==> src/sdc_pkg.sv <==
package sdc_pkg;

    // ------------------------------------------------------------
    // Frame and inputs
    // ------------------------------------------------------------
    localparam int          FRAME_BITS   = 24;          // Bits per command frame
    localparam int          NUM_PROG     = 8;           // Programmable inputs
    localparam int          NUM_GND      = 14;          // Ground-only inputs
    localparam int          NUM_IN       = 22;          // All inputs
    localparam int          RESET_FLAG_BIT = 22;        // Reset flag position in reply

    // ------------------------------------------------------------
    // Opcodes (bits 23..16)
    // ------------------------------------------------------------
    localparam logic [7:0]  OP_STATUS    = 8'h00;       // Status read only
    localparam logic [7:0]  OP_SENSE     = 8'h01;       // Sense polarity
    localparam logic [7:0]  OP_WAKE_PRG  = 8'h02;       // Wake enable, programmable
    localparam logic [7:0]  OP_WAKE_GND  = 8'h03;       // Wake enable, ground
    localparam logic [7:0]  OP_LVL_PRG   = 8'h04;       // Wetting level, programmable
    localparam logic [7:0]  OP_LVL_GND   = 8'h05;       // Wetting level, ground
    localparam logic [7:0]  OP_TMR_PRG   = 8'h07;       // Timer enable, programmable
    localparam logic [7:0]  OP_TMR_GND   = 8'h08;       // Timer enable, ground
    localparam logic [7:0]  OP_RESET     = 8'h7F;       // Reset command

    // ------------------------------------------------------------
    // Reset values
    // ------------------------------------------------------------
    localparam logic [7:0]  RST_PROG     = 8'hFF;       // All ones: battery, wake, high, timer
    localparam logic [13:0] RST_GND      = 14'h3FFF;    // All ones for ground inputs

    // ------------------------------------------------------------
    // Timing
    // ------------------------------------------------------------
    localparam int          CLK_HZ       = 100_000_000; // System clock rate
    localparam int          WET_TIME_MS  = 20;          // Wetting timer length
    localparam int          WET_CYCLES   = (CLK_HZ / 1000) * WET_TIME_MS;

    // ------------------------------------------------------------
    // Types
    // ------------------------------------------------------------
    typedef struct packed {
        logic [13:0] gnd;                               // Ground inputs
        logic [7:0]  prog;                              // Programmable inputs
    } sdc_inputs_t;

    typedef struct packed {
        logic        sclk;                              // Serial clock
        logic        cs_n;                              // Chip select
        logic        si;                                // Serial data in
    } sdc_serial_t;

endpackage : sdc_pkg

==> src/sdc_sync.sv <==
`timescale 1ns/10ps
`default_nettype none

// Three-stage synchroniser; output moves once stages two and three agree
module sdc_sync #(
    parameter int W = 1
) (
    // Clock and reset
    input  wire logic         clk,
    input  wire logic         arst_n,
    // Data
    input  wire logic [W-1:0] d,
    output logic      [W-1:0] q
);

    logic [W-1:0] s1_q;        // Metastable stage, read only by s2
    logic [W-1:0] s2_q;        // Second stage
    logic [W-1:0] s3_q;        // Third stage

    // ------------------------------------------------------------
    // Shift chain
    // ------------------------------------------------------------
    always_ff @(posedge clk or negedge arst_n) begin
        if (!arst_n) begin
            s1_q <= '0;
            s2_q <= '0;
            s3_q <= '0;
        end else begin
            s1_q <= d;
            s2_q <= s1_q;
            s3_q <= s2_q;
        end
    end

    // ------------------------------------------------------------
    // Agreement filter, per bit
    // ------------------------------------------------------------
    always_ff @(posedge clk or negedge arst_n) begin
        if (!arst_n) begin
            q <= '0;
        end else begin
            for (int i = 0; i < W; i++) begin
                if (s2_q[i] == s3_q[i]) begin
                    q[i] <= s2_q[i];
                end
            end
        end
    end

endmodule : sdc_sync

`default_nettype wire

==> src/sdc_wet_timer.sv <==
`timescale 1ns/10ps
`default_nettype none

// One input's wetting-current timer and current level
module sdc_wet_timer #(
    parameter int CYCLES = 2_000_000
) (
    // Clock and reset
    input  wire logic clk,
    input  wire logic arst_n,
    // Control
    input  wire logic restart,      // Clears timer (reset command)
    input  wire logic crossed,      // Input crossed the threshold
    input  wire logic closed,       // Contact is closed
    input  wire logic level_hi,     // Programmed high level
    input  wire logic tmr_en,       // Timer enabled
    // Result
    output logic      high_cur      // High wetting current applied
);

    localparam int CW = $clog2(CYCLES + 1);

    logic [CW-1:0] cnt_q;           // Elapsed cycles
    logic          expired_q;       // Timer ran out

    // ------------------------------------------------------------
    // Counter, started on each threshold crossing
    // ------------------------------------------------------------
    always_ff @(posedge clk or negedge arst_n) begin
        if (!arst_n) begin
            cnt_q     <= '0;
            expired_q <= 1'b0;
        end else if (restart || crossed) begin
            cnt_q     <= '0;
            expired_q <= 1'b0;
        end else if (closed && !expired_q) begin
            if (cnt_q == CW'(CYCLES - 1)) begin
                expired_q <= 1'b1;
            end else begin
                cnt_q <= cnt_q + 1'b1;
            end
        end
    end

    // ------------------------------------------------------------
    // Level: disabled timer keeps high current forever
    // ------------------------------------------------------------
    always_ff @(posedge clk or negedge arst_n) begin
        if (!arst_n) begin
            high_cur <= 1'b0;
        end else begin
            high_cur <= level_hi && (!tmr_en || !expired_q);
        end
    end

endmodule : sdc_wet_timer

`default_nettype wire

==> src/sdc_top.sv <==
`timescale 1ns/10ps
`default_nettype none

module sdc_top #(
    parameter int WET_CYCLES = sdc_pkg::WET_CYCLES
) (
    // Clock and reset
    input  wire logic        CLK,
    input  wire logic        ARST_N,        // Power-on reset from battery supply
    // Serial link
    input  wire logic        SCLK,
    input  wire logic        CS_N,
    input  wire logic        SI,
    output logic             SO,
    output logic             SO_OE,
    // Supply and wake
    input  wire logic        LOGIC_SUPPLY_OK,
    input  wire logic        WAKE_N_IN,
    output logic             WAKE_N_OUT,
    output logic             WAKE_N_OE,
    input  wire logic        INT_N_IN,
    output logic             INT_N_OUT,
    output logic             INT_N_OE,
    input  wire logic        IRQ_TIMER_EXPIRED,
    // Switch comparators (1 = above threshold)
    input  wire logic [21:0] COMP_ABOVE,
    // Current and mode outputs
    output logic [21:0]      WET_HIGH,
    output logic [7:0]       SENSE_BATTERY,
    output logic             NORMAL_MODE
);

    // ------------------------------------------------------------
    // Synchronised pins
    // ------------------------------------------------------------
    sdc_pkg::sdc_serial_t ser_raw;      // Raw serial pins
    sdc_pkg::sdc_serial_t ser;          // Filtered serial pins
    logic [21:0]          comp_s;       // Filtered comparators
    logic [2:0]           misc_s;       // Wake, int, supply
    logic                 wake_s;       // Wake pin level
    logic                 intp_s;       // Interrupt pin level
    logic                 vdd_s;        // Logic supply present

    assign ser_raw = '{sclk: SCLK, cs_n: CS_N, si: SI};

    sdc_sync #(.W(3)) u_sync_ser (
        .clk    (CLK),
        .arst_n (ARST_N),
        .d      (ser_raw),
        .q      (ser)
    );

    sdc_sync #(.W(22)) u_sync_comp (
        .clk    (CLK),
        .arst_n (ARST_N),
        .d      (COMP_ABOVE),
        .q      (comp_s)
    );

    sdc_sync #(.W(3)) u_sync_misc (
        .clk    (CLK),
        .arst_n (ARST_N),
        .d      ({WAKE_N_IN, INT_N_IN, LOGIC_SUPPLY_OK}),
        .q      (misc_s)
    );

    assign wake_s = misc_s[2];
    assign intp_s = misc_s[1];
    assign vdd_s  = misc_s[0];

    // ------------------------------------------------------------
    // Edge detection on filtered levels
    // ------------------------------------------------------------
    logic       sclk_q;         // Previous serial clock
    logic       cs_q;           // Previous chip select
    logic       wake_q;         // Previous wake pin
    logic       intp_q;         // Previous interrupt pin
    logic [21:0] comp_q;        // Previous comparators
    logic [2:0] boot_q;         // Cycles since reset, held once pins settle
    logic       booted;         // Synchronised pins valid, edges trusted

    always_ff @(posedge CLK or negedge ARST_N) begin
        if (!ARST_N) begin
            sclk_q <= 1'b0;
            cs_q   <= 1'b1;
            wake_q <= 1'b1;
            intp_q <= 1'b1;
            comp_q <= '0;
            boot_q <= '0;
        end else begin
            sclk_q <= ser.sclk;
            cs_q   <= ser.cs_n;
            wake_q <= wake_s;
            intp_q <= intp_s;
            comp_q <= comp_s;
            // Synchronisers reset low, unlike idle pins: hold off edges until settled
            boot_q <= (boot_q == 3'h5) ? boot_q : boot_q + 3'h1;
        end
    end

    logic        cs_fall;       // Frame start
    logic        cs_rise;       // Frame end
    logic        sclk_fall;     // Sample point
    logic        sclk_rise;     // Shift-out point
    logic [21:0] crossed;       // Comparator changed (needs one settled cycle)
    logic [21:0] closed;        // Contact closed, polarity applied

    assign booted    = (boot_q == 3'h5);
    assign cs_fall   = cs_q && !ser.cs_n && booted;
    assign cs_rise   = !cs_q && ser.cs_n && booted;
    assign sclk_fall = sclk_q && !ser.sclk && !ser.cs_n;
    assign sclk_rise = !sclk_q && ser.sclk && !ser.cs_n;
    assign crossed   = booted ? (comp_s ^ comp_q) : '0;

    // ------------------------------------------------------------
    // Configuration registers
    // ------------------------------------------------------------
    logic [7:0]  sense_q;       // input_sense_polarity
    logic [7:0]  wake_prg_q;    // wake_irq_enable_prog
    logic [13:0] wake_gnd_q;    // wake_irq_enable_gnd
    logic [7:0]  lvl_prg_q;     // wetting_level_prog
    logic [13:0] lvl_gnd_q;     // wetting_level_gnd
    logic [7:0]  tmr_prg_q;     // wetting_timer_enable_prog
    logic [13:0] tmr_gnd_q;     // wetting_timer_enable_gnd

    // Closed: battery sense closes high, ground sense and gnd inputs close low
    always_comb begin
        for (int i = 0; i < sdc_pkg::NUM_PROG; i++) begin
            closed[i] = sense_q[i] ? comp_s[i] : !comp_s[i];
        end
        closed[21:8] = ~comp_s[21:8];
    end

    // ------------------------------------------------------------
    // Serial shift registers
    // ------------------------------------------------------------
    logic [23:0] rx_q;          // Command shift-in
    logic [23:0] tx_q;          // Status shift-out
    logic [4:0]  bits_q;        // Falling clocks seen this frame
    logic        rst_flag_q;    // Reset has occurred
    logic        normal_q;      // Normal mode
    logic        wr_ok;         // Frame may program registers
    logic        cmd_rst;       // Reset command accepted

    always_ff @(posedge CLK or negedge ARST_N) begin
        if (!ARST_N) begin
            rx_q   <= '0;
            bits_q <= '0;
        end else if (cs_fall) begin
            bits_q <= '0;
        end else if (sclk_fall) begin
            rx_q   <= {rx_q[22:0], ser.si};
            if (bits_q != 5'h1F) begin
                bits_q <= bits_q + 5'h01;
            end
        end
    end

    // Reply word: captured on chip select fall, MSB first out
    always_ff @(posedge CLK or negedge ARST_N) begin
        if (!ARST_N) begin
            tx_q <= '0;
        end else if (cs_fall) begin
            tx_q <= {1'b0, rst_flag_q, closed};
        end else if (sclk_rise && bits_q != 5'h00) begin
            tx_q <= {tx_q[22:0], 1'b0};
        end
    end

    // Pin: first bit shows after chip select falls
    always_ff @(posedge CLK or negedge ARST_N) begin
        if (!ARST_N) begin
            SO    <= 1'b0;
            SO_OE <= 1'b0;
        end else begin
            SO    <= tx_q[23];
            SO_OE <= booted && !ser.cs_n && !cs_fall;
        end
    end

    // Write acceptance: full frame, Normal, logic supply
    assign wr_ok   = cs_rise && bits_q == 5'(sdc_pkg::FRAME_BITS)
                     && normal_q && vdd_s;
    assign cmd_rst = wr_ok && rx_q[23:16] == sdc_pkg::OP_RESET;

    // ------------------------------------------------------------
    // Command decode
    // ------------------------------------------------------------
    always_ff @(posedge CLK or negedge ARST_N) begin
        if (!ARST_N) begin
            sense_q    <= sdc_pkg::RST_PROG;
            wake_prg_q <= sdc_pkg::RST_PROG;
            wake_gnd_q <= sdc_pkg::RST_GND;
            lvl_prg_q  <= sdc_pkg::RST_PROG;
            lvl_gnd_q  <= sdc_pkg::RST_GND;
            tmr_prg_q  <= sdc_pkg::RST_PROG;
            tmr_gnd_q  <= sdc_pkg::RST_GND;
        end else if (cmd_rst) begin
            sense_q    <= sdc_pkg::RST_PROG;
            wake_prg_q <= sdc_pkg::RST_PROG;
            wake_gnd_q <= sdc_pkg::RST_GND;
            lvl_prg_q  <= sdc_pkg::RST_PROG;
            lvl_gnd_q  <= sdc_pkg::RST_GND;
            tmr_prg_q  <= sdc_pkg::RST_PROG;
            tmr_gnd_q  <= sdc_pkg::RST_GND;
        end else if (wr_ok) begin
            case (rx_q[23:16])
                sdc_pkg::OP_SENSE:    sense_q    <= rx_q[7:0];
                sdc_pkg::OP_WAKE_PRG: wake_prg_q <= rx_q[7:0];
                sdc_pkg::OP_WAKE_GND: wake_gnd_q <= rx_q[13:0];
                sdc_pkg::OP_LVL_PRG:  lvl_prg_q  <= rx_q[7:0];
                sdc_pkg::OP_LVL_GND:  lvl_gnd_q  <= rx_q[13:0];
                sdc_pkg::OP_TMR_PRG:  tmr_prg_q  <= rx_q[7:0];
                sdc_pkg::OP_TMR_GND:  tmr_gnd_q  <= rx_q[13:0];
                default: begin
                end
            endcase
        end
    end

    // Reset flag: set by any reset, cleared at frame end; reset command wins
    always_ff @(posedge CLK or negedge ARST_N) begin
        if (!ARST_N) begin
            rst_flag_q <= 1'b1;
        end else if (cmd_rst) begin
            rst_flag_q <= 1'b1;
        end else if (cs_rise) begin
            rst_flag_q <= 1'b0;
        end
    end

    // ------------------------------------------------------------
    // Mode: Normal after reset and never left; wake events and reset command only re-assert it
    // ------------------------------------------------------------
    logic [21:0] wake_en;       // Combined wake/interrupt enables
    logic        sw_event;      // Enabled switch changed
    logic        wake_event;    // Any Normal-entry event

    assign wake_en    = {wake_gnd_q, wake_prg_q};
    assign sw_event   = |(crossed & wake_en);
    assign wake_event = sw_event
                        || (booted && wake_q && !wake_s)
                        || (booted && intp_q && !intp_s && vdd_s && wake_s)
                        || (cs_fall && vdd_s)
                        || IRQ_TIMER_EXPIRED;

    always_ff @(posedge CLK or negedge ARST_N) begin
        if (!ARST_N) begin
            normal_q <= 1'b1;
        end else if (wake_event || cmd_rst) begin
            normal_q <= 1'b1;
        end
    end

    // ------------------------------------------------------------
    // Interrupt: set on enabled change, released on frame end unless an enabled contact closed in that frame
    // ------------------------------------------------------------
    logic irq_q;                // Interrupt asserted
    logic closed_in_frame_q;    // Contact closed while selected

    always_ff @(posedge CLK or negedge ARST_N) begin
        if (!ARST_N) begin
            closed_in_frame_q <= 1'b0;
        end else if (!ser.cs_n && |(crossed & closed & wake_en)) begin
            closed_in_frame_q <= 1'b1;      // Closure at frame start still counts
        end else if (cs_fall) begin
            closed_in_frame_q <= 1'b0;
        end
    end

    always_ff @(posedge CLK or negedge ARST_N) begin
        if (!ARST_N) begin
            irq_q <= 1'b0;
        end else if (normal_q && sw_event) begin
            irq_q <= 1'b1;
        end else if (cs_rise && !closed_in_frame_q) begin
            irq_q <= 1'b0;
        end
    end

    // ------------------------------------------------------------
    // Wetting timers, one per input
    // ------------------------------------------------------------
    logic [21:0] lvl_all;       // Levels, gnd above prog
    logic [21:0] tmr_all;       // Timer enables
    logic [21:0] high_cur;      // Per-input high current

    assign lvl_all = {lvl_gnd_q, lvl_prg_q};
    assign tmr_all = {tmr_gnd_q, tmr_prg_q};

    for (genvar g = 0; g < sdc_pkg::NUM_IN; g++) begin : g_wet
        sdc_wet_timer #(.CYCLES(WET_CYCLES)) u_wet (
            .clk      (CLK),
            .arst_n   (ARST_N),
            .restart  (cmd_rst),
            .crossed  (crossed[g]),
            .closed   (closed[g]),
            .level_hi (lvl_all[g]),
            .tmr_en   (tmr_all[g]),
            .high_cur (high_cur[g])
        );
    end

    // ------------------------------------------------------------
    // Registered outputs
    // ------------------------------------------------------------
    always_ff @(posedge CLK or negedge ARST_N) begin
        if (!ARST_N) begin
            WET_HIGH      <= '0;
            SENSE_BATTERY <= sdc_pkg::RST_PROG;
            NORMAL_MODE   <= 1'b0;
            INT_N_OUT     <= 1'b0;
            INT_N_OE      <= 1'b0;
            WAKE_N_OUT    <= 1'b0;
            WAKE_N_OE     <= 1'b0;
        end else begin
            WET_HIGH      <= high_cur;
            SENSE_BATTERY <= sense_q;
            NORMAL_MODE   <= normal_q;
            INT_N_OUT     <= 1'b0;
            INT_N_OE      <= irq_q;
            WAKE_N_OUT    <= 1'b0;
            WAKE_N_OE     <= normal_q;
        end
    end

endmodule : sdc_top

`default_nettype wire

==> config.mk <==
export PLATFORM = sky130hd
export DESIGN_NAME = sdc_top
export DESIGN_NICKNAME = d
export VERILOG_FILES = /design/src/sdc_pkg.sv /design/src/sdc_sync.sv /design/src/sdc_wet_timer.sv /design/src/sdc_top.sv
export SDC_FILE = /design/constraint.sdc
export NUM_CORES = 2
export LEC_CHECK = 0
export BUFFER_PORTS_ARGS = -buffer_cell sky130_fd_sc_hd__buf_2
export CORE_MARGIN = 8
export CORE_UTILIZATION = 53
export CTS_CLUSTER_DIAMETER = 80
export CTS_CLUSTER_SIZE = 10
export DETAILED_ROUTE_END_ITERATION = 8
export PLACE_DENSITY_LB_ADDON = 0.25
export RECOVER_POWER = 100
export SETUP_SLACK_MARGIN = 0.05
export SYNTH_ARGS = -nofsm -noshare
export SYNTH_HDL_FRONTEND = slang
export SYNTH_SLANG_ARGS = --single-unit
==> constraint.sdc <==
create_clock -name CLK -period 3 [get_ports CLK]
set_clock_uncertainty 0.05 [all_clocks]
set_input_delay 0.3 -clock CLK [delete_from_list [all_inputs] [get_ports CLK]]
set_output_delay 0.3 -clock CLK [all_outputs]
set_load 0.05 [all_outputs]
# Word level (Yosys, flattened, before mapping)
# Cells that the tools add are included.
[classes]
addsub = 24
eq_ne = 81
muxes = 173
n_bitwise = 6
n_reduce_logical = 276
[op_table]
columns = ["operator", "n"]
rows = [
  ["$mux 21", 66],
  ["$add 21x1->21 const B", 22],
  ["$eq 21x21->1 const B", 22],
  ["$mux 14", 9],
  ["$reduce_bool 2->1", 58],
  ["$reduce_and 2->1", 53],
  ["$mux 8", 12],
  ["$mux 1", 80],
  ["$and 22x22->22", 3],
  ["$logic_and 1x1->1", 60],
  ["$logic_not 1->1", 58],
  ["$mux 24", 2],
  ["$logic_or 1x1->1", 44],
  ["$ne 2x1->1 const B", 22],
  ["$reduce_or 22->1", 2],
  ["$eq 1x1->1", 26],
  ["$eq 8x3->1 const B", 3],
  ["$mux 22", 1],
  ["$xor 22x22->22", 1],
  ["$eq 8x2->1 const B", 2],
  ["$mux 5", 3],
  ["$not 14->14", 1],
  ["$eq 8x1->1 const B", 1],
  ["$eq 8x4->1 const B", 1],
  ["other kinds (8)", 8],
]
[totals]
regBits = 801
in_bits = 31
elab_cells = 684

# Longest topological paths before layout
[logic_depth]
word_depth = 9
ltp_mapped = 10
ltp_nobuf = 7

# Hierarchy
# Synthesis repeated with hierarchy kept, for this count alone.
[hier_totals]
cells_unflattened = 3754
hier_area_um2 = 38579.5
[by_module_without_submodules]
columns = ["module", "n_inst", "cells_per_inst", "area_each_um2", "seq_area_each_um2"]
rows = [
  ["sdc_wet_timer", 22, 132, 1238.7, 575.6],
  ["sdc_top", 1, 710, 8210.4, 4884.7],
  ["sdc_sync (u_sync_comp)", 1, 110, 2449.8, 2202.1],
  ["sdc_sync (u_sync_misc ...)", 2, 15, 334.1, 300.3],
]

# Worst setup path before layout
# No wires, ideal clock.
[synth_path]
path_kind = "register to register"
startpoint = "register g_wet[4].u_wet.cnt_q[14]"
endpoint = "register g_wet[4].u_wet.cnt_q[2]"
arrival_time_ps = 2050
path_slack_ps = 768
path_stages_with_launch = 8
path_buffers = 2
synth_period_minus_slack_ps = 2232
cell_sequence = "dfrtp_1 -> or4b_1 -> or4_1 -> buf_2 -> buf_6 -> o211ai_1 -> xor2_1 -> nor2_1"
[synth_via]
elab_chain_cells = 3
[synth_rtl]
columns = ["item", "line_no", "rtl"]
rows = [
  ["start, declared", "sdc_wet_timer.sv:23", "logic [CW-1:0] cnt_q;"],
  ["start signal, assigned", "sdc_wet_timer.sv:40", "cnt_q <= cnt_q + 1'b1;"],
  ["$eq 21x21->1", "sdc_wet_timer.sv:37", "if (cnt_q == CW'(CYCLES - 1)) begin"],
  ["$ne 2x1->1 (no line)", "--", ""],
  ["$reduce_and 2->1 (no line)", "--", ""],
]
# No other way between the ends.
# A chain may end at the register's enable or synchronous reset.

# Worst setup path in the final report
[layout_path]
startpoint = "register boot_q[1]"
endpoint = "register g_wet[21].u_wet.cnt_q[3]"
[layout_via]
elab_chain_cells = 8
word_cells_on_any_way = 11
classes_between = "eq/ne (2); mux (2); reduce/logical (7)"
[layout_rtl]
columns = ["item", "line_no", "rtl"]
rows = [
  ["start, declared", "sdc_top.sv:79", "logic [2:0] boot_q;"],
  ["start signal, assigned", "sdc_top.sv:97", "boot_q <= (boot_q == 3'h5) ? boot_q : boot_q + 3'h1;"],
  ["$eq 3x3->1 (*)", "sdc_top.sv:108", "assign booted = (boot_q == 3'h5);"],
  ["$logic_and 1x1->1", "sdc_top.sv:110", "assign cs_rise = !cs_q && ser.cs_n && booted;"],
  ["$logic_and 1x1->1", "sdc_top.sv:182", "assign wr_ok = cs_rise && bits_q == 5'(sdc_pkg::FRAME_BITS)"],
  ["$logic_and 1x1->1", "sdc_top.sv:183", "&& normal_q && vdd_s;"],
  ["$logic_and 1x1->1", "sdc_top.sv:184", "assign cmd_rst = wr_ok && rx_q[23:16] == sdc_pkg::OP_RESET;"],
  ["$logic_or 1x1->1 (*)", "sdc_wet_timer.sv:33", "end else if (restart || crossed) begin"],
  ["$ne 2x1->1 (no line) / $reduce_bool 2->1 (equally long branches)", "--", ""],
  ["$reduce_and 2->1 (no line)", "--", ""],
  ["end signal, assigned", "sdc_wet_timer.sv:40", ""],
  ["end, declared", "sdc_wet_timer.sv:23", ""],
]
# Mark *: on every way between the ends. The rest lies on a longest branch, timed or not.

==> impl_metrics.yaml <==
run_status:
  outcome: "complete, but fails checks"
  violations: "max-capacitance violations, max-slew violations"
synth:
  synth_compound_area_share_pct: 9.90
  synthMuxAreaShare_pct: 3.56
  synth_top_area_cell: "dfrtp_1"
  synth_top_area_share_pct: 48.4
  synth-seq-cells: 801
  synthXorXnorAreaFrac_pct: 7.27
  synthSimpleGateAreaFrac_pct: 21.1
  synth-adder-area-share_pct: 1.61
  ys_top_cells_by_count: "dfrtp_1 (717), nor2_1 (389), nand2_1 (257), xor2_1 (246), a21oi_1 (177)"
  synth-main-ff-cell: "dfrtp_1"
  synth.most_common_cell: "dfrtp_1"
  synth_top_family_by_area: "simple AND/OR/NAND/NOR gates"
  ys_seq_area_share_pct: 54.3
  synth_cells: 3514
  ys_warn_count: 0
  yosys.cell_types.count: 79
  async_flop_share_pct: 100
  syn_area_per_cell_um2: 10.6
  synth_edf_count: 0
  synthTopCellsByArea: "dfrtp_1 (48%), dfstp_2 (5.9%), xor2_1 (5.8%), nor2_1 (3.9%), mux2i_1 (2.8%)"
  synth_area_um2: 37100
cells_and_area:
  area_growth_pct: 11.8
  fillers: 5935
  layout-drive-gt1-share_pct: 8.96
  fin_nets: 3707
  diodes: 0
sta:
  fmax_mhz: 379
  drv_slew: 394
  fin_crit_ns: 2.64
  fin_ws_ns: 0.361
  tns_ns: 0
  hold_viol_final: 0
  slew_headroom_pct: -29.0
  setup-violations-final: 0
  tightest_slew_ns: 1.94
  post-route-period-util_pct: 88.0
  rsz0062_at_grt: "no"
setup_path:
  cp_max_fo: 14
  start_kind: "register"
  worstPathRequired_ns: 3.45
  path_cells: "inv_1 -> ha_1 -> nand4b_1 -> nor3_2 -> buf_12 -> a22o_1 -> clkbuf_2 -> nor2_1"
  critPathKind: "reg -> reg"
  slowest_delay_ns: 0.47
  cp.arrival_ns: 3.09
  critPathCaptureType: "register"
  critPathSlowestCell: "a22o_1"
cts:
  cts_resized: 0
  clock_latency_ns: 0.64
  post_cts.repair.setup_buffers: 0
  cts.htree.levels: 3
  cts.sinks: 801
  clock_path_buffers: 3
  cts_tree: "built"
  clkTransAtPathRegs_ns: 0.06
  clockRootBuffer: "clkbuf_16"
  cts_buffers: 90
routing:
  wirelength_um: 78100
  drt_pre_antenna_iters: 5
  drt_iter0_markers: 1529
  ant_nets: 0
  wl_per_cell_um: 16.8
  drc: 0
  avgViaCountPerCell: 5.73
  vias: 26700
die:
  die-width_um: 281
  core_area_um2: 69700
  die-area_um2: 78700
  rows: 97
  fp.dieH_um: 281
  initial_core_util_pct: 53.3
  io_pins: 68
placed_design:
  dpl.hpwl_um: 51500
  gp_congestion: 0.810
  port_buffers: 62
  place_ws_ns: 0.427
power:
  total_power_mw: 23.8
  power_leakage_nw: 17.9
  power_density_nw_per_um2: 573
  irDropWorstVdd_v: 0.000449
global_route:
  grtUsageTotal_pct: 20.0
  grt_pass1_vias: 26200
  grt_max_degree: 111
  antenna_found_initial: 1
  grt-ovfl-total: 0
  grt_pass1_wl_um: 132000
min_path:
  hp-class: "in -> async"
job:
  maxCapViolCount: 6
cell usage in the layout, fill, tap and decap left out, drive strengths merged, types with 27 or more instances in the layout:
| cell | netlist | layout |
|---|---|---|
| nand4 | 118 | 118 |
| buf | 38 | 70 |
| ha | 27 | 27 |
| nand2 | 257 | 257 |
| clkbuf | 103 | 240 |
| a21oi | 177 | 177 |
| or3 | 111 | 111 |
| nand3 | 131 | 131 |
| inv | 54 | 58 |
| nor2 | 389 | 389 |
| o21ai | 139 | 139 |
| dfstp | 84 | 84 |
| and4 | 54 | 54 |
| dlygate4sd3 | 0 | 27 |
| nor3 | 51 | 51 |
| o211ai | 55 | 55 |
| o31ai | 35 | 35 |
| mux2i | 104 | 104 |
| and3 | 78 | 78 |
| and2 | 42 | 42 |
| dfrtp | 717 | 717 |
| or4 | 62 | 62 |
| xor2 | 246 | 246 |
| xnor2 | 62 | 62 |
| o2111ai | 45 | 45 |
power breakdown:
group	internal (mW)	leakage [nW]	total [mW]	switching [mW]
registers	11.3	10.5	11.8	0.546
logic	0.659	6.19	1.92	1.26
clock network	5.76	1.25	10.0	4.26
worst max-delay path, delay by kind of cell, from the launching register on:
family / cells / cell delay (ns)
compound gates: 1 / 0.47
fa+ha+maj: 1 / 0.19
buf+inv: 3 / 0.61
flops: 1 / 0.39
simple gates: 3 / 0.79
cells by family after synthesis:
family	count (synthesis)
flops	801
simple gates	1457
xor+xnor	308
compound gates	569
buf+inv	195
fa+ha+maj	53
mux	129
other cells	2
final cells by class:
cell class              count  area, µm²  share of cell area [%]
multi-input cells        2519      16100                    38.9
flip-flops and latches    801      20100                    48.6
repair buffers            183       1200                    2.89
clock buffers             155       2560                    6.17
clock inverters             6       70.1                   0.169
well taps                 940       1180                    2.84
inverters                  54        203                   0.489
state kept, by name, summed over array words and instances (netlist names), 8 cells and up:
register               flops
u_sync_comp.q             22
wake_prg_q                 8
comp_q                    22
SENSE_BATTERY              8
wake_gnd_q                14
tmr_gnd_q                 14
g_wet.u_wet.expired_q     22
tx_q                      24
sense_q                    8
u_sync_comp.s3_q          22
lvl_prg_q                  8
g_wet.u_wet.high_cur      22
u_sync_comp.s1_q          22
tmr_prg_q                  8
g_wet.u_wet.cnt_q        462
WET_HIGH                  22
u_sync_comp.s2_q          22
rx_q                      24
lvl_gnd_q                 14
stage by stage:
step	instance area, µm²	util (%)	std cells	hold slack [ns]
2_1_floorplan	37100	-	3515	-0.0456
3_3_place_gp	38900	55.8	4470	0.185
3_5_place_dp	38900	55.8	4470	0.188
4_1_cts	41800	60.0	4658	0.0884
5_1_grt	41500	59.5	4658	0.0945
6_report	41500	59.5	4658	0.0803
metal layers:
metal	vias to the layer above	share of wire, %	routed length (µm)	GRT usage (%)
met1	13200	47	37000	28.3
met3	107	3.7	2910	3.04
li1	13000	-	-	-
met2	437	47	36400	31.8
met4	0	2.2	1740	5.77
met5	-	0	0	0
what timing repair did:
item / 4_1_cts / 5_1_grt
hold endpoints to repair: 399 / 0
endpoints found under the setup margin: 0 / 0
hold buffers: 27 / 0
final timing paths:
path                                      startpoint                  endpoint  slack [ns]  depth (start not counted)
worst max-delay path                       boot_q[1]  g_wet[21].u_wet.cnt_q[3]        0.36                          8
worst min-delay path                          ARST_N  g_wet[21].u_wet.cnt_q[7]        0.08                          2
worst min register to register  u_sync_comp.s1_q[18]      u_sync_comp.s2_q[18]        0.29                          0
worst max register to register             boot_q[1]  g_wet[21].u_wet.cnt_q[3]        0.36                          8
min in group CLK                      COMP_ABOVE[12]      u_sync_comp.s1_q[12]        0.25                          2
max in group asynchronous                     ARST_N             lvl_gnd_q[13]        0.52                          4
Power figures use the tool's default switching activity.
